## src/pkg/unlsw_pkg.sv

```systemverilog
// Constants for the nine-bit / loop / single-wire serial block.
// Assumes a plain register port with 8-bit data and one-cycle read latency.
package unlsw_pkg;
  // Register offsets (chosen map)
  localparam logic [2:0] UNLSW_ADDR_CTRL1 = 3'h0;
  localparam logic [2:0] UNLSW_ADDR_CTRL2 = 3'h1;
  localparam logic [2:0] UNLSW_ADDR_STAT = 3'h2;
  localparam logic [2:0] UNLSW_ADDR_CTRL3 = 3'h3;
  localparam logic [2:0] UNLSW_ADDR_DATA = 3'h4;
  localparam logic [2:0] UNLSW_ADDR_BAUD = 3'h5;
  localparam logic [2:0] UNLSW_ADDR_STOP = 3'h6;
  // serial_control_one fields
  localparam int UNLSW_C1_LOOP = 7;
  localparam int UNLSW_C1_SRC = 5;
  localparam int UNLSW_C1_NINE = 4;
  // Control two fields
  localparam int UNLSW_C2_TE = 3;
  localparam int UNLSW_C2_RE = 2;
  // Status fields
  localparam int UNLSW_ST_TDRE = 7;
  localparam int UNLSW_ST_TC = 6;
  localparam int UNLSW_ST_RDRF = 5;
  localparam int UNLSW_ST_OR = 3;
  localparam int UNLSW_ST_FE = 1;
  localparam int UNLSW_ST_EDGE = 0;
  // serial_control_three fields
  localparam int UNLSW_C3_RX9 = 7;
  localparam int UNLSW_C3_TX9 = 6;
  localparam int UNLSW_C3_DIR = 5;
  localparam int UNLSW_C3_EDGIE = 4;
  // Stop mode codes
  localparam logic [1:0] UNLSW_STOP_NONE = 2'h0;
  localparam logic [1:0] UNLSW_STOP_ONE = 2'h1;
  localparam logic [1:0] UNLSW_STOP_TWO = 2'h2;
  localparam logic [1:0] UNLSW_STOP_THREE = 2'h3;
  // Reset values
  localparam logic [7:0] UNLSW_BAUD_RST = 8'h01;
  localparam logic [7:0] UNLSW_ZERO8 = 8'h00;
  // Timing: oversampling ticks per bit, half point
  localparam logic [3:0] UNLSW_OSR_LAST = 4'hf;
  localparam logic [3:0] UNLSW_OSR_MID = 4'h7;
  localparam logic [3:0] UNLSW_BITS8 = 4'h8;
  localparam logic [3:0] UNLSW_BITS9 = 4'h9;
  typedef enum logic [3:0] {
    UNLSW_IDLE = 4'b0001,
    UNLSW_START = 4'b0010,
    UNLSW_DATA = 4'b0100,
    UNLSW_STOPB = 4'b1000
  } unlsw_state_e;
endpackage

```

## src/core/unlsw_sync.sv

```systemverilog
// Three-stage input synchroniser for pins arriving from outside the clock domain.
// Output changes only once the second and third stages agree.
`timescale 1ns/10ps
module unlsw_sync (
  input wire logic clk_in,
  input wire logic sys_rst_in,
  input wire logic async_in,
  output logic sync_out
);
  logic s1_q;
  logic s2_q;
  logic s3_q;
  logic out_q;

  always_ff @(posedge clk_in) begin
    if (sys_rst_in) begin
      s1_q <= 1'b1;
      s2_q <= 1'b1;
      s3_q <= 1'b1;
      out_q <= 1'b1;
    end else begin
      s1_q <= async_in;
      s2_q <= s1_q;
      s3_q <= s2_q;
      if (s2_q == s3_q) begin
        out_q <= s3_q;
      end
    end
  end

  assign sync_out = out_q;
endmodule

```

## src/core/unlsw_core.sv

```systemverilog
// Serial interface core: 8/9-bit frames, freeze in stop mode three (cleared in one and two), loop and single-wire modes.
// Assumes a one-cycle register port and an external stop-mode input from power control.
`timescale 1ns/10ps
module unlsw_core
  import unlsw_pkg::*;
(
  input wire logic clk_in,
  input wire logic sys_rst_in,
  input wire logic [2:0] addr_in,
  input wire logic [7:0] wdata_in,
  input wire logic wr_in,
  input wire logic rd_in,
  output logic [7:0] rdata_out,
  input wire logic [1:0] stop_mode_in,
  input wire logic rx_pin_in,
  input wire logic tx_pin_in,
  output logic tx_pin_out,
  output logic tx_pin_oe_out,
  output logic rx_pin_used_out,
  output logic wake_out
);
  logic rx_sync;
  logic tx_sync;
  logic [7:0] ctrl1_q;
  logic [7:0] ctrl2_q;
  logic [7:0] baud_q;
  logic tx9_q;
  logic rx9_q;
  logic dir_q;
  logic edgie_q;
  logic edge_flag_q;
  logic [7:0] tbuf_q;
  logic tdre_q;
  logic tc_q;
  logic [7:0] rbuf_q;
  logic rdrf_q;
  logic or_q;
  logic fe_q;
  logic [7:0] rdata_q;
  logic [7:0] bdiv_q;
  logic tick;
  unlsw_state_e tst_q;
  unlsw_state_e rst_q;
  logic [3:0] tos_q;
  logic [3:0] ros_q;
  logic [3:0] tbit_q;
  logic [3:0] rbit_q;
  logic [8:0] tsh_q;
  logic [8:0] rsh_q;
  logic tx_line;
  logic rx_line;
  logic rx_prev_q;
  logic run;
  logic lose;
  logic loop_en;
  logic single;
  logic nine;
  logic [3:0] nbits;
  logic wr_data;
  logic rd_data;
  logic rx_edge;

  unlsw_sync u_rx_sync (.clk_in(clk_in), .sys_rst_in(sys_rst_in), .async_in(rx_pin_in), .sync_out(rx_sync));
  unlsw_sync u_tx_sync (.clk_in(clk_in), .sys_rst_in(sys_rst_in), .async_in(tx_pin_in), .sync_out(tx_sync));

  assign run = (stop_mode_in == UNLSW_STOP_NONE);
  assign lose = sys_rst_in || (stop_mode_in == UNLSW_STOP_ONE) || (stop_mode_in == UNLSW_STOP_TWO);
  assign loop_en = ctrl1_q[UNLSW_C1_LOOP];
  assign single = loop_en && ctrl1_q[UNLSW_C1_SRC];
  assign nine = ctrl1_q[UNLSW_C1_NINE];
  assign nbits = nine ? UNLSW_BITS9 : UNLSW_BITS8;
  assign wr_data = wr_in && run && (addr_in == UNLSW_ADDR_DATA);
  assign rd_data = rd_in && run && (addr_in == UNLSW_ADDR_DATA);
  // Start bit low, data from the shifter, stop bit and idle high
  assign tx_line = (tst_q == UNLSW_DATA) ? tsh_q[0] : (tst_q != UNLSW_START);

  always_comb begin
    if (!loop_en) begin
      rx_line = rx_sync;
    end else if (!single) begin
      rx_line = tx_line;
    end else if (dir_q) begin
      rx_line = tx_line;
    end else begin
      rx_line = tx_sync;
    end
  end

  assign rx_pin_used_out = !loop_en;
  assign tx_pin_oe_out = ctrl2_q[UNLSW_C2_TE] && (!single || dir_q);
  assign tx_pin_out = tx_pin_oe_out ? tx_line : 1'b1;

  assign rx_edge = (rx_line != rx_prev_q) && (run || stop_mode_in == UNLSW_STOP_THREE);
  assign wake_out = edge_flag_q && edgie_q && (stop_mode_in == UNLSW_STOP_THREE);

  always_ff @(posedge clk_in) begin
    if (lose) begin
      rx_prev_q <= 1'b1;
    end else if (run || stop_mode_in == UNLSW_STOP_THREE) begin
      rx_prev_q <= rx_line;
    end
  end

  always_ff @(posedge clk_in) begin
    if (lose) begin
      ctrl1_q <= UNLSW_ZERO8;
      ctrl2_q <= UNLSW_ZERO8;
      baud_q <= UNLSW_BAUD_RST;
      tx9_q <= 1'b0;
      dir_q <= 1'b0;
      edgie_q <= 1'b0;
    end else if (wr_in && run) begin
      case (addr_in)
        UNLSW_ADDR_CTRL1: ctrl1_q <= wdata_in;
        UNLSW_ADDR_CTRL2: ctrl2_q <= wdata_in;
        UNLSW_ADDR_BAUD: baud_q <= wdata_in;
        UNLSW_ADDR_CTRL3: begin
          tx9_q <= wdata_in[UNLSW_C3_TX9];
          dir_q <= wdata_in[UNLSW_C3_DIR];
          edgie_q <= wdata_in[UNLSW_C3_EDGIE];
        end
        default: ;
      endcase
    end
  end

  always_ff @(posedge clk_in) begin
    if (lose) begin
      edge_flag_q <= 1'b0;
    end else if (rx_edge && ctrl2_q[UNLSW_C2_RE]) begin
      edge_flag_q <= 1'b1;
    end else if (wr_in && run && addr_in == UNLSW_ADDR_STAT && wdata_in[UNLSW_ST_EDGE]) begin
      edge_flag_q <= 1'b0;
    end
  end

  // Baud tick: 16 ticks per bit, divider value baud_q+1 clocks per tick
  always_ff @(posedge clk_in) begin
    if (lose) begin
      bdiv_q <= UNLSW_ZERO8;
    end else if (run) begin
      bdiv_q <= tick ? UNLSW_ZERO8 : bdiv_q + 8'h01;
    end
  end
  assign tick = run && (bdiv_q == baud_q);

  // Transmitter: buffer then shifter
  always_ff @(posedge clk_in) begin
    if (lose) begin
      tst_q <= UNLSW_IDLE;
      tbuf_q <= UNLSW_ZERO8;
      tdre_q <= 1'b1;
      tc_q <= 1'b1;
      tos_q <= 4'h0;
      tbit_q <= 4'h0;
      tsh_q <= 9'h1ff;
    end else if (run) begin
      if (wr_data) begin
        tbuf_q <= wdata_in;
        tdre_q <= 1'b0;
        tc_q <= 1'b0;
      end
      case (tst_q)
        UNLSW_IDLE: begin
          if (!tdre_q && ctrl2_q[UNLSW_C2_TE] && tick) begin
            tsh_q <= {tx9_q, tbuf_q};
            tdre_q <= !wr_data;
            tos_q <= 4'h0;
            tst_q <= UNLSW_START;
          end
        end
        UNLSW_START: begin
          if (tick) begin
            tos_q <= tos_q + 4'h1;
            if (tos_q == UNLSW_OSR_LAST) begin
              tbit_q <= 4'h0;
              tst_q <= UNLSW_DATA;
            end
          end
        end
        UNLSW_DATA: begin
          if (tick) begin
            tos_q <= tos_q + 4'h1;
            if (tos_q == UNLSW_OSR_LAST) begin
              tsh_q <= {1'b1, tsh_q[8:1]};
              tbit_q <= tbit_q + 4'h1;
              if (tbit_q == nbits - 4'h1) begin
                tst_q <= UNLSW_STOPB;
              end
            end
          end
        end
        UNLSW_STOPB: begin
          if (tick) begin
            tos_q <= tos_q + 4'h1;
            if (tos_q == UNLSW_OSR_LAST) begin
              tst_q <= UNLSW_IDLE;
              tc_q <= tdre_q && !wr_data;
            end
          end
        end
        default: tst_q <= UNLSW_IDLE;
      endcase
    end
  end

  // Receiver: each bit is sampled at its middle tick
  always_ff @(posedge clk_in) begin
    if (lose) begin
      rst_q <= UNLSW_IDLE;
      ros_q <= 4'h0;
      rbit_q <= 4'h0;
      rsh_q <= 9'h000;
      rbuf_q <= UNLSW_ZERO8;
      rx9_q <= 1'b0;
      rdrf_q <= 1'b0;
      or_q <= 1'b0;
      fe_q <= 1'b0;
    end else if (run) begin
      if (rd_data) begin
        rdrf_q <= 1'b0;
        or_q <= 1'b0;
        fe_q <= 1'b0;
      end
      if (!ctrl2_q[UNLSW_C2_RE]) begin
        rst_q <= UNLSW_IDLE;
      end else if (tick) begin
        case (rst_q)
          UNLSW_IDLE: begin
            if (!rx_line) begin
              ros_q <= 4'h0;
              rst_q <= UNLSW_START;
            end
          end
          UNLSW_START: begin
            ros_q <= ros_q + 4'h1;
            if (ros_q == UNLSW_OSR_MID) begin
              if (rx_line) begin
                rst_q <= UNLSW_IDLE;
              end else begin
                ros_q <= 4'h0;
                rbit_q <= 4'h0;
                rst_q <= UNLSW_DATA;
              end
            end
          end
          UNLSW_DATA: begin
            ros_q <= ros_q + 4'h1;
            if (ros_q == UNLSW_OSR_LAST) begin
              rsh_q <= nine ? {rx_line, rsh_q[8:1]} : {1'b0, rx_line, rsh_q[7:1]};
              rbit_q <= rbit_q + 4'h1;
              if (rbit_q == nbits - 4'h1) begin
                rst_q <= UNLSW_STOPB;
              end
            end
          end
          UNLSW_STOPB: begin
            ros_q <= ros_q + 4'h1;
            if (ros_q == UNLSW_OSR_LAST) begin
              rst_q <= UNLSW_IDLE;
              if (rdrf_q && !rd_data) begin
                or_q <= 1'b1;
              end else begin
                rbuf_q <= rsh_q[7:0];
                rx9_q <= nine ? rsh_q[8] : 1'b0;
                rdrf_q <= 1'b1;
                fe_q <= !rx_line;
              end
            end
          end
          default: rst_q <= UNLSW_IDLE;
        endcase
      end
    end
  end

  // Register read data, one cycle after the strobe
  always_ff @(posedge clk_in) begin
    if (sys_rst_in) begin
      rdata_q <= UNLSW_ZERO8;
    end else if (rd_in) begin
      case (addr_in)
        UNLSW_ADDR_CTRL1: rdata_q <= ctrl1_q;
        UNLSW_ADDR_CTRL2: rdata_q <= ctrl2_q;
        UNLSW_ADDR_STAT: rdata_q <= {tdre_q, tc_q, rdrf_q, 1'b0, or_q, 1'b0, fe_q, edge_flag_q};
        UNLSW_ADDR_CTRL3: rdata_q <= {rx9_q, tx9_q, dir_q, edgie_q, 4'h0};
        UNLSW_ADDR_DATA: rdata_q <= rbuf_q;
        UNLSW_ADDR_BAUD: rdata_q <= baud_q;
        UNLSW_ADDR_STOP: rdata_q <= {6'h00, stop_mode_in};
        default: rdata_q <= UNLSW_ZERO8;
      endcase
    end else begin
      rdata_q <= UNLSW_ZERO8;
    end
  end
  assign rdata_out = rdata_q;
endmodule

```

## config.mk

```make
export PLATFORM = sky130hd
export DESIGN_NAME = unlsw_core
export DESIGN_NICKNAME = d
export VERILOG_FILES = /design/src/pkg/unlsw_pkg.sv /design/src/core/unlsw_sync.sv /design/src/core/unlsw_core.sv
export SDC_FILE = /design/constraint.sdc
export NUM_CORES = 1
export LEC_CHECK = 0
export BUFFER_PORTS_ARGS = -buffer_cell sky130_fd_sc_hd__buf_2
export CAP_MARGIN = 40
export CORE_MARGIN = 4
export CORE_UTILIZATION = 43
export DETAILED_ROUTE_END_ITERATION = 8
export PLACE_DENSITY_LB_ADDON = 0.1
export SYNTH_ARGS = -nofsm -noshare
export SYNTH_HDL_FRONTEND = slang
export SYNTH_SLANG_ARGS = --single-unit
```

## constraint.sdc

```tcl
create_clock -name clk_in -period 3.1 [get_ports clk_in]
set_clock_uncertainty 0.1 [all_clocks]
set_input_delay 0.155 -clock clk_in [delete_from_list [all_inputs] [get_ports clk_in]]
set_output_delay 0.155 -clock clk_in [all_outputs]
set_load 0.01 [all_outputs]
```

==> results by group, run 1 <==
Setup path
  – CP bufs+invs: 0
  – Crit Path Category: flop to flop
  – R2r setup slk: 520 ps
  – Endpoint type of the worst setup path: flop
  – Worst r2r path cells: 6
  – Worst Setup SP: tst_q[2]$_SDFFE_PP0P_
  – Worst Path Required: 3330 ps
  – Worst setup path end: rst_q[3]$_SDFFE_PP0P_
  – RR Startpoint: tst_q[2]$_SDFFE_PP0P_
  – Reg-to-reg endpoint: rst_q[3]$_SDFFE_PP0P_
  – Crit-path max cell delay: 470 ps
  – CP Cell Sequence: or3b_1 > a2111oi_4 > o21ai_1 > and2_1 > or4_1 > a21oi_1
  – Critical path launch point type: flop
  – CP Data Arrival Time: 2810 ps
  – Worst path depth: 6
  – CP delay by family, top: simple AND/OR/NAND/NOR gates
  – Slowest CP cell: dfxtp_1
  – Critical path peak fanout: 10

STA
  – Period utilization: 0.8319
  – Worst Tran Pin Value: 820.8 ps
  – Final min period: 2579 ps
  – Final setup viols: 0
  – Slew HR: 0.4495
  – Slew Limit Fails: 0
  – Final worst slack: 521.1 ps
  – Final hold violation count: 0
  – RSZ-0062 raised after global routing: no
  – Setup_tns: 0 ps
  – Fmax: 0.3878 GHz

Logic synthesis
  – #FFs+latches synth: 117
  – Yosys top cell by area: dfxtp_1
  – Post-synth cell types: 63
  – Number of synthesized flops with an enable pin: 0
  – Main flop type after synthesis: dfxtp_1
  – Asr flop ratio synth: 0
  – Syn avg cell area: 8.501 um^2
  – Yosys warns: 0
  – Post-synth top cells: dfxtp_1, nand2_1, a21oi_1
  – Synthesized instance count: 652
  – Register area share after synthesis: 0.4226
  – Count leader, synth: dfxtp_1
  – Synth top area cells: dfxtp_1, mux2i_1, a21oi_1
  – Mapped Area: 5543 um^2
  – Synthesized netlist net count: 680
  – Share of the synthesized area in the top cell type: 0.4226

Min path
  – Worst hold-check path type: input port to flop

Cells and area
  – Final Net Count: 715
  – Fin area: 6546 um^2
  – Layout area overhead: 18.10%
  – Antenna Cells: 0
  – Layout cells sized above 1: 0.1529
  – Filler cell count: 1224
  – FF+latch area: 2342 um^2
  – Multi-input gate area: 3025 um^2

Clock network
  – Total CTS buffers: 17
  – Clk sinks: 117
  – Root Driver: clkbuf_16
  – H-tree lvl count: 4
  – Worst-case clock buffer depth: 2
  – Post_cts resized: 0
  – Clk Latency, worst-skew pair: 410 ps
  – Post-CTS Hold Buffers: 10
  – Setup bufs post-CTS: 0
  – CTS tree: built
  – Clock transition at path regs: 50 ps

Placed design
  – DP HPWL: 10310 um
  – IO Port Bufs: 30
  – Placed instance area: 5879 um^2
  – Final RePlAce weighted congestion: 0.7990
  – Pre-CTS WS: 444.1 ps

Job
  – Max Cap Viol: 0

Power
  – Leak pwr: 0.002360 uW
  – Tot Pwr: 3539 uW
  – P per Cell Area: 540.6 nW/um^2
  – Worst vdd ir: 0.4126 mV

Floorplan
  – Die ar.: 14770 um^2
  – Chip Width: 121.5 um
  – I/O pin count: 31
  – Total core area: 12620 um^2
  – Die height: 121.5 um
  – Initial Util: 0.4392
  – Cell Rows: 41

Outcome
  – Outcome: complete, no violations

Global route
  – Initial antenna violation count: 0
  – Total grt overflow: 0
  – GRT Total Usage: 0.2053
  – Largest net degree at the start of global routing: 34
  – First-pass GRT wire length: 23740 um
  – Via count of the first global-routing pass: 4527

Drt
  – Routed WL: 14540 um
  – Via count of the routed design: 4856
  – Wirelength per Cell: 16.67 um
  – Detail Route Antenna Nets: 0
  – 1st-pass router iterations: 6
  – Via/cell ratio: 5.569
  – Final routed DRC violation total: 0
  – Detailed Route Iter0 Violations: 455
==> worst min-delay path by stage <==
stage	start	end	slack [ps]	cells past startpoint
2_1_floorplan	rx_pin_in	u_rx_sync.s1_q$_SDFF_PP1_	160	1
3_3_place_gp	tx_pin_in	u_tx_sync.s1_q$_SDFF_PP1_	240	2
3_5_place_dp	rx_pin_in	u_rx_sync.s1_q$_SDFF_PP1_	240	2
4_1_cts	sys_rst_in	u_rx_sync.s3_q$_SDFF_PP1_	9	2
5_1_grt	sys_rst_in	u_rx_sync.s3_q$_SDFF_PP1_	10	2
6_report	sys_rst_in	u_rx_sync.sync_out$_SDFFE_PP1N_	7	2
==> layer usage <==
metal / wire [um] / global-route usage
met5: 0 / 0
met4: 82 / 0.06232
met3: 629 / 0.04921
met2: 6676 / 0.3181
met1: 7151 / 0.2848
==> worst reg2reg max path: stages, from the launching register on <==
cell	delay [ps]
dfxtp_1	470
or3b_1	450
a2111oi_4	460
o21ai_1	260
and2_1	210
or4_1	400
a21oi_1	160
==> cells by family after synthesis <==
kind of cell,synth area share
AND/OR/NAND/NOR,0.2418
AO/OA/AOI/OAI,0.1603
flip-flops,0.4226
buffers and inverters,0.03273
multiplexers,0.08939
XOR/XNOR,0.03296
adder cells (fa/ha/maj),0.02032
==> flip-flops by register name, indices dropped and copies added, names as in the netlist, 4 cells and up <==
signal and count:
rbuf_q 8, ctrl2_q 8, ros_q 4, tbit_q 4
rdata_out 8, rbit_q 4, ctrl1_q 8, rsh_q 9
rst_q 4, tos_q 4, baud_q 8, tst_q 4
bdiv_q 8, tbuf_q 8, tsh_q 9
==> through the flow <==
step | std cells | hold slack, ps | util
floorplan | 652 | 158.8 | -
global placement | 830 | 239.9 | 0.4659
detailed placement | 830 | 245.0 | 0.4659
CTS | 872 | 8.909 | 0.5187
global route | 872 | 12.27 | 0.5187
finish | 872 | 7.466 | 0.5187
==> cell type report <==
type,count,area share
Sequential cell,117,0.3578
Multi-Input combinational cell,488,0.4622
Clock buffer,19,0.06613
Timing Repair Buffer,56,0.05657
Tap cell,172,0.03287
Clock inverter,13,0.02045
Inverter,7,0.004014
==> report_power, final <==
part | internal (uW) | switching, uW
clock | 1180 | 700
combinational | 52.8 | 95.1
sequential | 1510 | 4.26
total | 2740 | 799
==> placed cells by master (no fill, tap or decap), types with 8 or more instances in the layout <==
cell type	n
buf_2	30
nor3_1	11
o21ai_0	30
buf_4	16
mux2i_1	36
or2_2	9
nand4_1	8
nor2_1	62
a21oi_1	69
xnor2_1	11
a211oi_1	9
and2_1	13
xor2_1	8
clkbuf_16	17
nand2_1	81
and3_1	9
dlygate4sd3_1	10
dfxtp_1	117
ha_1	9
nand3_1	27
No activity file was read; power rests on OpenSTA's default activity.
==> inputs of run 2 (changes only) <==
--- a/config.mk
+++ b/config.mk
@@ -5,6 +5,7 @@
 export SDC_FILE = /design/constraint.sdc
 export NUM_CORES = 1
 export LEC_CHECK = 0
+export ABC_AREA = 1
 export BUFFER_PORTS_ARGS = -buffer_cell sky130_fd_sc_hd__buf_2
 export CAP_MARGIN = 40
 export CORE_MARGIN = 4
==> constraint.sdc (replaced) <==
create_clock -name clk_in -period 2.3 [get_ports clk_in]
set_clock_uncertainty 0.1 [all_clocks]
set_input_delay 0.115 -clock clk_in [delete_from_list [all_inputs] [get_ports clk_in]]
set_output_delay 0.115 -clock clk_in [all_outputs]
set_load 0.01 [all_outputs]
==> results by group, run 2 <==
Outcome
  – Outcome: complete, no violations

Placed design
  – DP HPWL: 11570 um (+12%)
  – Pre-CTS WS: 97.64 ps (-346.4 ps)
  – Final RePlAce weighted congestion: 0.9385 (+17%)
  – Placed Cells: 999 (+20%)
  – IO Port Bufs: 30 (unchanged)

Floorplan
  – Die height: 122.1 um (+0.45%)
  – Total core area: 12670 um^2 (+0.41%)
  – Initial Util: 0.4417 (+0.002468)
  – Die ar.: 14900 um^2 (+0.91%)
  – Chip Width: 122.1 um (+0.45%)
  – Cell Rows: 41 (unchanged)
  – I/O pin count: 31 (unchanged)

Cells and area
  – Cell Count, Final, Fillers Out: 1044 (+20%)
  – Regs by FF count: rsh_q x9, tsh_q x9
  – Final Net Count: 888 (+24%)
  – Final core utilization: 0.5328 (+0.01409)
  – Commonest non-fill, non-tap cell in the layout: nand2_1
  – Layout area overhead: 20.63%
  – Most frequent cells in the layout: nand2_1, dfxtp_1, inv_1
  – Layout cells sized above 1: 0.1296 (-0.02327)
  – Antenna Cells: 0 (unchanged)

Logic synthesis
  – Share of the synthesized area in the top cell type: 0.4185 (-0.004062)
  – Count leader, synth: nand2_1
  – Main flop type after synthesis: dfxtp_1
  – Post-synth top cells: nand2_1, dfxtp_1, inv_1
  – Number of synthesized flops with an enable pin: 0 (unchanged)
  – Post-synth cell types: 42 (-33%)
  – #FFs+latches synth: 117 (unchanged)
  – Mapped Area: 5597 um^2 (+0.97%)
  – Yosys top cell by area: dfxtp_1
  – Yosys warns: 0 (unchanged)
  – Synthesized netlist net count: 831 (+22%)
  – Asr flop ratio synth: 0 (unchanged)
  – Synthesized instance count: 803 (+23%)
  – Synth top area cells: dfxtp_1, nand2_1, a21oi_1
  – Syn avg cell area: 6.970 um^2 (-18%)
  – Register area share after synthesis: 0.4185 (-0.004062)

Global route
  – Via count of the first global-routing pass: 5042 (+11%)
  – Largest net degree at the start of global routing: 61 (+79%)
  – GR Util met1: 0.2968 (+0.01194)
  – Total grt overflow: 0 (unchanged)
  – Most used routing layer: met2
  – Initial antenna violation count: 0 (unchanged)
  – Met3 Track Usage GR: 0.05896 (+0.009749)
  – GRT Total Usage: 0.2253 (+0.01997)
  – GRT met2 Usage: 0.3546 (+0.03649)
  – First-pass GRT wire length: 25790 um (+8.6%)

Setup path
  – Slowest CP cell: dfxtp_1
  – Worst Path Required: 2490 ps (-840 ps)
  – CP Cell Sequence: inv_2 > nand2_1 > nand2_1 > nor2_1 > nand2_1 > nor2_1 > nand2_1 > o21ai_4 > nand2_4 > nand2_1 > nand3_1
  – Critical path launch point type: flop
  – Most used cell, CP: nand2_1
  – CP delay by family, top: simple AND/OR/NAND/NOR gates
  – Crit-path max cell delay: 420 ps (-50 ps)
  – CP bufs+invs: 1 (+1)
  – CP Data Arrival Time: 2270 ps (-540 ps)
  – Critical path peak fanout: 10 (unchanged)
  – Endpoint type of the worst setup path: flop
  – Crit Path Category: flop to flop

STA
  – Final min period: 2081 ps (-498.1 ps)
  – Worst Tran Pin Value: 876.5 ps (+55.70 ps)
  – Slew HR: 0.4150 (-0.03448)
  – Final worst slack: 219.3 ps (-301.9 ps)
  – Fmax: 0.4806 GHz (+24%)
  – Setup_tns: 0 ps (unchanged)
  – Final hold violation count: 0 (unchanged)
  – RSZ-0062 raised after global routing: no
  – Slew Limit Fails: 0 (unchanged)
  – Period utilization: 0.9047 (+0.07278)
  – Final setup viols: 0 (unchanged)

Clock network
  – Setup bufs post-CTS: 0 (unchanged)
  – H-tree lvl count: 4 (unchanged)
  – Clk sinks: 117 (unchanged)
  – Total CTS buffers: 17 (unchanged)
  – Clock transition at path regs: 50 ps (about the same)
  – CTS tree: built
  – Root Driver: clkbuf_16
  – Clk Latency, worst-skew pair: 420 ps (about the same)
  – Worst-case clock buffer depth: 2 (unchanged)

Drt
  – Wirelength per Cell: 15.22 um (-8.7%)
  – 1st-pass router iterations: 5 (-1)
  – Detailed Route Iter0 Violations: 456 (+0.22%)
  – Final routed DRC violation total: 0 (unchanged)
  – Via count of the routed design: 5428 (+12%)
  – Detail Route Antenna Nets: 0 (unchanged)
  – Via/cell ratio: 5.199 (-6.6%)
  – Routed WL: 15890 um (+9.3%)

Power
  – P per Cell Area: 735.2 nW/um^2 (+36%)
  – Leak pwr: 0.002793 uW (+18%)
  – Worst vdd ir: 0.4996 mV (+21%)

Job
  – Max Cap Viol: 0 (unchanged)

Min path
  – Worst hold-check path type: input port to flop
run 2: logic make-up after synthesis:
family,synth area share
compound gates,0.1509
simple gates,0.3137
buf+inv,0.08271
flops,0.4185
xor+xnor,0.01408
fa+ha+maj,0.02012
run 2: report_power, final:
group | total (uW) | switching (uW) | internal [uW]
combinational | 243 | 160 | 82.8
clock | 2670 | 919 | 1750
sequential | 2050 | 8.39 | 2040
run 2: repair_timing:
action	in CTS	in global routing
endpoints found under the setup margin	0	9
hold endpoints to repair	38	0
resized for setup	0	1
hold buffers	14	0
run 2: worst paths after layout:
check,start,to,slack [ps],depth (start not counted)
setup reg to reg,bdiv_q[3]$_SDFFE_PP0N_,tsh_q[6]$_SDFFE_PP1P_,220,11
setup / recovery,bdiv_q[3]$_SDFFE_PP0N_,tsh_q[6]$_SDFFE_PP1P_,220,11
hold reg to reg,u_tx_sync.s1_q$_SDFF_PP1_,u_tx_sync.s2_q$_SDFF_PP1_,310,1
hold / removal,stop_mode_in[1],rdata_out[1]$_SDFF_PP0_,20,3
run 2: area by class of cell:
type / instances / area (um^2)
Clock inverter: 8 / 96.34
Clock buffer: 23 / 508.0
Tap cell: 172 / 215.2
Inverter: 100 / 376.6
Multi-Input combinational cell: 566 / 2805
Sequential cell: 117 / 2342
Timing Repair Buffer: 58 / 407.9
Fill cell: 1287 / 5919
run 2: metrics by stage:
step	hold WS [ps]	cell area [um^2]	power [uW]
floorplan	118.8	5597	2218
global placement	196.5	6000	2313
detailed placement	200.9	6000	2314
CTS	6.590	6744	5004
global route	18.52	6751	5138
finish	20.95	6751	4964
run 2: layer usage:
layer	routed length (um)	up-vias
li1	-	2746
met1	7438	2495
met2	7306	159
met3	846	28
met4	297	0
met5	0	-
run 2: worst register-to-register path: stages, from the launching register on:
cell,delay [ps]
dfxtp_1,420
inv_2,70
nand2_1,100
nand2_1,60
nor2_1,90
nand2_1,50
nor2_1,140
nand2_1,240
o21ai_4,390
nand2_4,140
nand2_1,80
nand3_1,60
==> inputs of run 3 (changes only) <==
--- a/config.mk
+++ b/config.mk
@@ -8,10 +8,10 @@
 export ABC_AREA = 1
 export BUFFER_PORTS_ARGS = -buffer_cell sky130_fd_sc_hd__buf_2
 export CAP_MARGIN = 40
+export CORE_ASPECT_RATIO = 2
 export CORE_MARGIN = 4
 export CORE_UTILIZATION = 43
 export DETAILED_ROUTE_END_ITERATION = 8
-export PLACE_DENSITY_LB_ADDON = 0.1
 export SYNTH_ARGS = -nofsm -noshare
 export SYNTH_HDL_FRONTEND = slang
 export SYNTH_SLANG_ARGS = --single-unit
==> results by group, run 3 (synthesized netlist as in run 2, its figures left out) <==
Placed design
  – DP HPWL: 12280 um (+6.2%)
  – Final RePlAce weighted congestion: 0.9043 (-3.6%)
  – Placed instance area: 5982 um^2 (-0.29%)
  – IO Port Bufs: 30 (unchanged)

Clock network
  – Clk sinks: 117 (unchanged)
  – CTS tree: built
  – Clock transition at path regs: 60 ps (about the same)
  – Root Driver: clkbuf_16
  – Total CTS buffers: 17 (unchanged)
  – Worst-case clock buffer depth: 2 (unchanged)
  – Clk Latency, worst-skew pair: 420 ps (about the same)
  – H-tree lvl count: 4 (unchanged)
  – Setup bufs post-CTS: 0 (unchanged)

Cells and area
  – Layout area overhead: 19.83%
  – Most frequent cells in the layout: nand2_1, dfxtp_1, inv_1
  – Commonest non-fill, non-tap cell in the layout: nand2_1
  – Final core utilization: 0.5281 (-0.004754)
  – Fin area: 6706 um^2 (-0.67%)
  – Regs by FF count: rsh_q x9, tsh_q x9
  – Layout cells sized above 1: 0.1336 (+0.003974)
  – Antenna Cells: 0 (unchanged)
  – Final Net Count: 891 (+0.34%)

Setup path
  – Crit Path Category: flop to flop
  – CP Data Arrival Time: 2260 ps (about the same)
  – Endpoint type of the worst setup path: flop
  – Critical path peak fanout: 10 (unchanged)
  – Worst Path Required: 2490 ps (about the same)
  – Critical path launch point type: flop
  – Worst Setup SP: bdiv_q[0]$_SDFFE_PP0N_
  – RR Startpoint: bdiv_q[0]$_SDFFE_PP0N_

Floorplan
  – Die ar.: 15020 um^2 (+0.74%)
  – Initial Util: 0.4407 (-0.001001)
  – Chip Width: 88.67 um (-27%)
  – Total core area: 12700 um^2 (+0.23%)
  – Die height: 169.3 um (+39%)
  – I/O pin count: 31 (unchanged)
  – Cell Rows: 58 (+41%)

Min path
  – Worst hold-check path type: input port to flop
  – Hold Path Origin: stop_mode_in[1]

STA
  – Final hold slack: 40.87 ps (+19.91 ps)
  – Final min period: 2072 ps (-8.442 ps)
  – Slew HR: 0.4767 (+0.06166)
  – Worst Tran Pin Value: 784.1 ps (-92.38 ps)
  – Period utilization: 0.9010 (-0.003670)
  – Setup_tns: 0 ps (unchanged)
  – Fmax: 0.4826 GHz (+0.41%)
  – RSZ-0062 raised after global routing: no
  – Final setup viols: 0 (unchanged)
  – Slew Limit Fails: 0 (unchanged)
  – Final hold violation count: 0 (unchanged)

Global route
  – First-pass GRT wire length: 26590 um (+3.1%)
  – Initial antenna violation count: 0 (unchanged)
  – Via count of the first global-routing pass: 5452 (+8.1%)
  – Total grt overflow: 0 (unchanged)
  – GRT Total Usage: 0.2296 (+0.004282)
  – Largest net degree at the start of global routing: 44 (-28%)

Drt
  – Routed WL: 16410 um (+3.3%)
  – Final routed DRC violation total: 0 (unchanged)
  – Detailed Route Iter0 Violations: 449 (-1.5%)
  – Wirelength per Cell: 16.00 um (+5.1%)
  – Via/cell ratio: 5.360 (+3.1%)
  – Via count of the routed design: 5499 (+1.3%)
  – 1st-pass router iterations: 6 (+1)
  – Detail Route Antenna Nets: 0 (unchanged)

Job
  – Max Cap Viol: 0 (unchanged)

Power
  – Leak pwr: 0.002775 uW (-0.64%)
  – Worst vdd ir: 0.5710 mV (+14%)
  – P per Cell Area: 724.8 nW/um^2 (-1.4%)

Outcome
  – Outcome: complete, no violations
==> run 3: cell count changes in the layout (fill, tap and decap cells not counted), sizes merged <==
cell | previous run | this run
buf | 44 | 47
clkbuf | 23 | 18
bufinv | 2 | 1
clkinv | 7 | 4
clkinvlp | 1 | 3
inv | 98 | 106
==> run 3: path summary, 6_finish.rpt <==
| path | end | slack, ps | cells past startpoint |
|---|---|---|---|
| max | tsh_q[6]$_SDFFE_PP1P_ | 230 | 11 |
| max reg2reg | tsh_q[6]$_SDFFE_PP1P_ | 230 | 11 |
| min | rdata_out[1]$_SDFF_PP0_ | 40 | 3 |
| min reg2reg | u_rx_sync.s2_q$_SDFF_PP1_ | 310 | 1 |
==> run 3: repair_timing <==
item / in CTS / in global routing
resized for setup: 0 / 3
endpoints found under the setup margin: 0 / 12
hold buffers: 14 / 0
hold endpoints to repair: 33 / 0
==> run 3: layer usage <==
metal  global-route usage  wire length, um  vias up  part of all wire
li1                     -                -     2744                 -
met1               0.2421             6110     2531              0.37
met2               0.4210             8764      166              0.53
met3              0.04082              672       58             0.041
met4               0.1118              865        0             0.053
met5                    0                0        -                 0
==> run 3: layout make-up <==
class	count	area [um^2]
Tap cell	150	187.7
Clock buffer	18	429.2
Inverter	100	376.6
Sequential cell	117	2342
Timing Repair Buffer	61	417.9
Fill cell	1258	5993
Multi-Input combinational cell	566	2813
Clock inverter	14	140.1
==> run 3: worst max-delay path, stage by stage, from the launching register on <==
cell and delay [ps]:
dfxtp_1 430, inv_2 60, nand2_1 120, nand2_1 80, nor2_2 120, nand3_2 140
nor2_8 220, nand2_4 90, o21ai_4 290, nand2_4 140, nand2_1 90, nand3_1 70
==> run 3: metrics by stage <==
step                      power [uW]  setup WS [ps]  cells
after detailed placement        2310          181.1    980
after floorplan                 2218          559.4    803
after global routing            5003          29.87   1026
final                           4861          227.7   1026
after CTS                       4883          206.0   1026
after global placement          2308          259.4    980
==> run 3: power by group <==
part,leakage (uW),internal (uW),switching (uW)
combinational,0.00156,80.8,160
clock,0.000270,1510,1060
sequential,0.000945,2040,8.58
total,0.00277,3640,1230
